[config.mk]
export PLATFORM = sky130hd
export DESIGN_NAME = motor_ctrl_status_regs
export DESIGN_NICKNAME = d
export VERILOG_FILES = /design/src/hw/motor_status_pkg.sv /design/src/hw/motor_ctrl_status_regs.sv
export SDC_FILE = /design/constraint.sdc
export NUM_CORES = 1
export LEC_CHECK = 0
export BUFFER_PORTS_ARGS = -buffer_cell sky130_fd_sc_hd__clkbuf_2
export CORE_MARGIN = 5
export CORE_UTILIZATION = 50
export CTS_BUF_LIST = sky130_fd_sc_hd__clkbuf_8
export CTS_CLUSTER_SIZE = 8
export DETAILED_ROUTE_END_ITERATION = 10
export MAX_ROUTING_LAYER = met4
export PLACE_DENSITY = 0.87
export SLEW_MARGIN = 10
export SYNTH_ARGS = -nofsm -noshare
export SYNTH_HDL_FRONTEND = slang
export SYNTH_SLANG_ARGS = --single-unit
[constraint.sdc]
create_clock -name pclk -period 2.2 [get_ports pclk]
set_input_delay 0.22 -clock pclk [delete_from_list [all_inputs] [get_ports pclk]]
set_output_delay 0.22 -clock pclk [all_outputs]
set_load 0.02 [all_outputs]
[src/hw/motor_status_pkg.sv]
// constants for the motor controller status register bank
`default_nettype none
package motor_status_pkg;
  // register indices as numbered in the map; byte address is index * 4
  localparam logic [7:0]  IDX_ALGO   = 8'he4;
  localparam logic [7:0]  IDX_PARAMS = 8'he6;
  localparam logic [7:0]  IDX_EXTRACT = 8'he8;
  localparam logic [11:0] ADDR_ALGO    = {2'h0, IDX_ALGO, 2'h0};
  localparam logic [11:0] ADDR_PARAMS  = {2'h0, IDX_PARAMS, 2'h0};
  localparam logic [11:0] ADDR_EXTRACT = {2'h0, IDX_EXTRACT, 2'h0};
  localparam logic [11:0] ADDR_INT_STAT = 12'h3c0;
  localparam logic [11:0] ADDR_INT_MASK = 12'h3c4;
  // field positions
  localparam int MOD_LSB   = 16;
  localparam int DUTY_LSB  = 4;
  localparam int READY_BIT = 2;
  localparam int RES_LSB   = 24;
  localparam int BEMF_LSB  = 16;
  localparam int IND_LSB   = 8;
  localparam int DONE_MSB  = 31;
  localparam int FREQ_LSB  = 24;
  // measurement order in the done vector and in the event bits
  localparam int MEAS_R    = 0;
  localparam int MEAS_L    = 1;
  localparam int MEAS_KE   = 2;
  localparam int MEAS_MECH = 3;
  localparam int NUM_MEAS  = 4;
  // interrupt bits: 0 host ready, 1 + measurement index otherwise
  localparam int INT_READY = 0;
  localparam int NUM_EV    = 5;
  localparam logic [31:0] RESET_WORD = 32'h0000_0000;
  localparam logic [4:0]  INT_RESET  = 5'h00;
endpackage : motor_status_pkg
`default_nettype wire

[src/hw/motor_ctrl_status_regs.sv]
// apb status register bank for the sensorless motor controller
// Function
// algorithm status bits 31..16 show the applied modulation index.
// algorithm status bits 15..4 show the 12-bit input duty command.
// algorithm status bit 2 is 0 while defaults load, 1 once host ready.
// parameter register bits 31..24 show the measured resistance.
// parameter register bits 23..16 show the measured back-emf constant.
// parameter register bits 15..8 show the measured inductance.
// extraction bit 31 is 1 after resistance done, 0 while it runs.
// extraction bit 30 is 1 after inductance done, 0 while it runs.
// extraction bit 29 is 1 after back-emf done, 0 while it runs.
// extraction bit 28 is 1 after speed gain calc done, 0 while it runs.
// extraction bits 27..24 give the suggested switching frequency code.
// software leaves unlisted offsets of this group untouched.
// writes to the three status registers are ignored, reserved bits 0.
//
// The implementer's own choice: the APB register port.
`default_nettype none
module motor_ctrl_status_regs (
  // apb
  input  wire logic        pclk,
  input  wire logic        presetn,
  input  wire logic        psel,
  input  wire logic        penable,
  input  wire logic        pwrite,
  input  wire logic [11:0] paddr,
  input  wire logic [31:0] pwdata,
  output logic      [31:0] prdata,
  output logic             pready,
  output logic             pslverr,
  // algorithm status sources
  input  wire logic [15:0] applied_modulation_index,
  input  wire logic [11:0] input_duty_command,
  input  wire logic        host_control_ready,
  // parameter extraction results
  input  wire logic [7:0]  measured_resistance,
  input  wire logic [7:0]  measured_back_emf_constant,
  input  wire logic [7:0]  measured_inductance,
  input  wire logic [3:0]  suggested_switching_freq,
  input  wire logic [3:0]  meas_start,
  input  wire logic [3:0]  meas_complete,
  // interrupt
  output logic             irq
);

  typedef struct packed {
    logic [15:0] mod_idx;
    logic [11:0] duty;
    logic        ready;
    logic [7:0]  res;
    logic [7:0]  bemf;
    logic [7:0]  ind;
    logic [3:0]  done;
    logic [3:0]  freq;
    logic [4:0]  int_stat;
    logic [4:0]  int_mask;
    logic        pready;
    logic        pslverr;
    logic        irq;
    logic [31:0] prdata;
  } state_t;

  state_t state_q;
  state_t state_d;

  function automatic logic is_status(input logic [11:0] a);
    is_status = (a == motor_status_pkg::ADDR_ALGO)
             || (a == motor_status_pkg::ADDR_PARAMS)
             || (a == motor_status_pkg::ADDR_EXTRACT);
  endfunction : is_status

  // all five mapped words decoded once, shared by the error check and the checks
  function automatic logic addr_hit(input logic [11:0] a);
    addr_hit = is_status(a)
            || (a == motor_status_pkg::ADDR_INT_STAT)
            || (a == motor_status_pkg::ADDR_INT_MASK);
  endfunction : addr_hit

  function automatic logic [31:0] read_word(input logic [11:0] a,
                                            input state_t      s);
    logic [31:0] w;
    w = motor_status_pkg::RESET_WORD;
    unique case (a)
      motor_status_pkg::ADDR_ALGO: begin
        w[motor_status_pkg::MOD_LSB +: 16] = s.mod_idx;
        w[motor_status_pkg::DUTY_LSB +: 12] = s.duty;
        w[motor_status_pkg::READY_BIT] = s.ready;
      end
      motor_status_pkg::ADDR_PARAMS: begin
        w[motor_status_pkg::RES_LSB +: 8] = s.res;
        w[motor_status_pkg::BEMF_LSB +: 8] = s.bemf;
        w[motor_status_pkg::IND_LSB +: 8] = s.ind;
      end
      motor_status_pkg::ADDR_EXTRACT: begin
        // done bits run from 31 downward in measurement order
        for (int i = 0; i < motor_status_pkg::NUM_MEAS; i++) begin
          w[motor_status_pkg::DONE_MSB - i] = s.done[i];
        end
        w[motor_status_pkg::FREQ_LSB +: 4] = s.freq;
      end
      motor_status_pkg::ADDR_INT_STAT: begin
        w[4:0] = s.int_stat;
      end
      motor_status_pkg::ADDR_INT_MASK: begin
        w[4:0] = s.int_mask;
      end
      default: begin
        w = motor_status_pkg::RESET_WORD;
      end
    endcase
    read_word = w;
  endfunction : read_word

  logic       access;
  logic       wr_take;
  logic [4:0] events;

  always_comb begin
    state_d = state_q;
    // one wait state: pready rises in the second access cycle
    access = psel && penable && !state_q.pready;
    // a write lands only at the edge where pready is seen high
    wr_take = psel && penable && pwrite && state_q.pready;
    // live sources are registered so a read sees a settled word
    state_d.mod_idx = applied_modulation_index;
    state_d.duty = input_duty_command;
    state_d.ready = host_control_ready;
    state_d.res = measured_resistance;
    state_d.bemf = measured_back_emf_constant;
    state_d.ind = measured_inductance;
    state_d.freq = suggested_switching_freq;
    events = 5'h00;
    events[motor_status_pkg::INT_READY] = host_control_ready
                                        && !state_q.ready;
    for (int i = 0; i < motor_status_pkg::NUM_MEAS; i++) begin
      // completion wins over a start seen in the same cycle
      if (meas_start[i]) begin
        state_d.done[i] = 1'b0;
      end
      if (meas_complete[i]) begin
        state_d.done[i] = 1'b1;
      end
      events[i + 1] = meas_complete[i] && !state_q.done[i];
    end
    // writes to the status words fall through untouched
    if (wr_take && paddr == motor_status_pkg::ADDR_INT_STAT) begin
      state_d.int_stat = state_q.int_stat & ~pwdata[4:0];
    end
    if (wr_take && paddr == motor_status_pkg::ADDR_INT_MASK) begin
      state_d.int_mask = pwdata[4:0];
    end
    // a fresh event survives a clear in the same cycle
    state_d.int_stat = state_d.int_stat | events;
    state_d.irq = |(state_d.int_stat & state_d.int_mask);
    state_d.pready = access;
    state_d.pslverr = access && !addr_hit(paddr);
    state_d.prdata = (access && !pwrite) ? read_word(paddr, state_q)
                                         : motor_status_pkg::RESET_WORD;
  end

  always_ff @(posedge pclk or negedge presetn) begin
    if (!presetn) begin
      state_q <= '0;
    end else begin
      state_q <= state_d;
    end
  end

  assign prdata  = state_q.prdata;
  assign pready  = state_q.pready;
  assign pslverr = state_q.pslverr;
  assign irq     = state_q.irq;
endmodule : motor_ctrl_status_regs
`default_nettype wire

# Yosys cells after proc, flatten, opt, wreduce, memory -nomap -nowiden
# Index checks and enable logic that the tools add are counted.
[word_totals]
out_inout_bits = 35
word_cells = 74
regBits = 106
input_bits = 114
[classes]
bitwise_logic = 4
muxes = 18
reduce_logical = 30
eq_ne = 5
[ops]
columns = ["cell", "count"]
rows = [
  ["12-bit by 10-bit == test with 1-bit output, second input constant", 5],
  ["32-bit 2-to-1 mux", 1],
  ["16-bit one-hot mux with 2 select lines", 1],
  ["8-bit one-hot mux with 3 select lines", 1],
  ["1-bit logical AND", 13],
  ["5-bit AND", 2],
  ["5-bit 2-to-1 mux", 2],
  ["1-bit zero test", 8],
  ["1-bit 2-to-1 mux", 8],
  ["2-bit nonzero test", 4],
  ["1-bit one-hot mux with 3 select lines", 2],
  ["5-bit inverter", 1],
  ["5-bit bitwise OR", 1],
  ["5-bit OR reduction", 1],
  ["1-bit logical OR", 4],
  ["2-bit one-hot mux with 2 select lines", 1],
  ["3-bit 2-to-1 mux", 1],
  ["1-bit one-hot mux with 2 select lines", 1],
]

# Depth between registers and ports, before layout
[logic_depth]
word_depth = 8
ltp_mapped = 7
mapped_depth_nobuf = 6

# Least setup slack after synthesis
# No wires, ideal clock.
[synth_path]
kind = "input port to flip-flop"
startpoint = "in paddr[3]"
endpoint = "reg state_q (netlist bit irq)"
t_arrival_ps = 2010
setup_time_ps = 139
n_path_buf = 0
path_slack_ps = 51
required_ps = 2061
path_stages = 6
path_cell_list = "or4b_4 -> nor4_2 -> nand2_1 -> o21ai_1 -> o32ai_1 -> or4_1"
[synth_lines]
columns = ["element", "line", "rtl"]
rows = [
  ["start: declaration", "motor_ctrl_status_regs.sv:26", "input wire logic [11:0] paddr,"],
  ["end signal: assignment", "motor_ctrl_status_regs.sv:165", "state_q <= state_d;"],
  ["end: declaration", "motor_ctrl_status_regs.sv:63", "state_t state_q;"],
]

==> impl_metrics.env <==
export IMPL_worstHoldStart="meas_complete[1]"
export IMPL_grt_pass1_vias=3190
export IMPL_period_minus_slack_ns=2.06
export IMPL_yosysWarnings=0
export IMPL_htree_levels=3
export IMPL_rsz0062_at_grt="false"
export IMPL_grt_overflow_total=0
export IMPL_syn_inst=295
export IMPL_layout_drive_gt1_share_pct=35.4
export IMPL_r2r_cells=7
export IMPL_n_fill_cell=528
export IMPL_skew_ns=0.0149
export IMPL_finalSetupViolCount=0
export IMPL_drt_pass1_iterations=4
export IMPL_viasPerCell=4.90
export IMPL_synth_cell_types=35
export IMPL_die_area_sq_um=9580
export IMPL_wl_um=9470
export IMPL_synth_edf_count=0
export IMPL_crit_fanout=10
export IMPL_cts_sinks=106
export IMPL_grt_pass1_wl_um=15600
export IMPL_powerDensity_nw_per_um2=681
export IMPL_r2r_start="pready"
export IMPL_hold_violations=0
export IMPL_grt_antenna_before_repair=0
export IMPL_min_period_over_period_pct=93.8
export IMPL_multi_input_area_sq_um=915
export IMPL_hpwlAfterDp_um=5880
export IMPL_reg2reg_to="irq"
export IMPL_fin_tns_setup_ns=0
export IMPL_drt_initial_drc_count=77
export IMPL_nNetsFinal=578
export IMPL_synth_seq_cells=106
export IMPL_crit_start="pready"
export IMPL_area_growth_pct=36.7
export IMPL_endpoint_kind="register"
export IMPL_worst_slew_pin_slew_ns=0.489
export IMPL_maxCapViolations=0
export IMPL_start_util_pct=50.7
export IMPL_numCtsBuffers=9
export IMPL_syn_num_nets=409
export IMPL_post_drt_wl_per_cell_um=16.6
export IMPL_synth_top_area_share_pct=68.7
export IMPL_cp_arrival_ns=2.30
export IMPL_die_w_um=97.9
export IMPL_crit_path_end="irq"
export IMPL_gp_congestion=0.910
export IMPL_power_leakage_nw=2.67
export IMPL_io_pins=149
export IMPL_mostFrequentLayoutCell="clkbuf_2"
export IMPL_cts_tree="done"
export IMPL_start_kind="register"
export IMPL_avgSynthCellArea_sq_um=13.1
export IMPL_clkSlewWorstSetupHoldPaths_ns=0.10
export IMPL_cts_buffer_depth=2
export IMPL_status="finished, final reports clean"
export IMPL_clkLatencyLatePin_ns=0.37
export IMPL_die_h_um=97.9
export IMPL_synth_top_cell_by_area="dfrtp_1"
export IMPL_grt_max_degree=45
export IMPL_synth_seq_area_share_pct=68.7
export IMPL_coreArea_sq_um=7610
export IMPL_cts_setup_buffers=0
export IMPL_ant_nets=0
export IMPL_synth_area_leaders="dfrtp_1, buf_4, mux2i_1, nor2_1, a222oi_1"
export IMPL_vdd_drop_max_v=0.000587
export IMPL_holdCritPathClass="in2reg"
export IMPL_vias=2800
export IMPL_cp_required_ns=2.43
export IMPL_ys_flop_type="dfrtp_1"
export IMPL_fmax_ghz=0.485
export IMPL_slew_limit_headroom_pct=67.1
export IMPL_cts_root_buffer="clkbuf_8"
export IMPL_port_buffer_count=121
export IMPL_rows=32
export IMPL_regToRegSetupSlack_ns=0.14
export IMPL_slew_viol_final=0
export IMPL_critical_path_class="reg2reg"
export IMPL_netlist_area_sq_um=3860
export IMPL_diodes=0
export IMPL_most_common_layout_cells="clkbuf_2, dfrtp_1, dlygate4sd3_1"
export IMPL_track_usage_pct=21.6
export IMPL_final_util_pct=69.4
export IMPL_async_reset_ff_share_pct=100
export IMPL_seqCellArea_sq_um=2650
export IMPL_remaining_drc_errors=0
where the power goes:
group / internal, mW / switching [mW]
clock: 0.558 / 0.716
sequential: 2.01 / 0.0240
combinational: 0.164 / 0.126
how the worst min path moves through the flow:
stage | end | slack [ns] | cells after the start
CTS | state_q[50] | 0.03 | 2
global route | state_q[52] | 0.04 | 2
global placement | prdata[15] | 0.19 | 1
floorplan | irq | -0.08 | 0
detailed placement | state_q[93] | 0.20 | 1
finish | state_q[50] | 0.04 | 2
layer usage:
layer | share of wire (%) | global-route usage (%) | up-vias
li1 | - | - | 1304
met1 | 38 | 23.9 | 1357
met2 | 53 | 37.3 | 116
met3 | 6.6 | 6.21 | 23
met4 | 2.8 | 7.77 | 0
met5 | 0 | - | -
what timing repair did:
action,CTS,global route
hold buffers,58,0
setup endpoints to repair,0,0
endpoints found under the hold margin,93,0
resized for setup,0,0
cell usage after synthesis (2+ instances only):
cell type / instances
mux2_2: 6
nor2_1: 35
buf_4: 33
a21o_1: 4
a21oi_1: 5
nor3_1: 4
nand2b_1: 9
inv_1: 5
and3_1: 3
nand2_1: 21
a22oi_1: 2
clkbuf_1: 6
nand3_1: 5
a222oi_1: 8
mux2i_1: 19
dfrtp_1: 106
o21ai_0: 4
nor2b_1: 3
layout make-up:
| type | count | share of cell area (%) |
|---|---|---|
| timing repair buffer | 198 | 25.5 |
| clock inverter | 7 | 1.83 |
| sequential | 106 | 50.3 |
| multi-input combinational | 144 | 17.3 |
| inverter | 5 | 0.356 |
| tap | 102 | 2.42 |
| clock buffer | 9 | 2.35 |
registers in the layout, summed over array words and instances (netlist names):
register / cells
prdata: 32
state_q: 71
pslverr: 1
irq: 1
pready: 1
through the flow:
| step | power, mW | area [sq um] | setup slack (ns) | instances | hold slack (ns) |
|---|---|---|---|---|---|
| 4_1_cts | 3.60 | 5280 | 0.157 | 571 | 0.0257 |
| 2_1_floorplan | 2.12 | 3860 | 0.0513 | 295 | -0.0756 |
| 3_5_place_dp | 2.27 | 4480 | -0.204 | 497 | 0.200 |
| 6_report | 3.59 | 5280 | 0.137 | 571 | 0.0419 |
| 5_1_grt | 3.74 | 5280 | 0.0216 | 571 | 0.0361 |
| 3_3_place_gp | 2.26 | 4480 | -0.124 | 497 | 0.192 |
logic make-up after synthesis:
group	count (synthesis)	synth area share [%]
flip-flops	106	68.7
AND/OR/NAND/NOR	92	11.8
buffers and inverters	45	7.59
AO/OA/AOI/OAI	27	5.22
multiplexers	25	6.68
worst max-delay path: stages, from the launching register on:
cell and delay (ns):
dfrtp_1 0.41, nand4_1 0.19, nor4_2 0.24, buf_4 0.22, nand3_1 0.08, a21oi_1 0.16
o32ai_1 0.09, or4_1 0.53
Note: power is estimated with default switching activity, not from simulation.
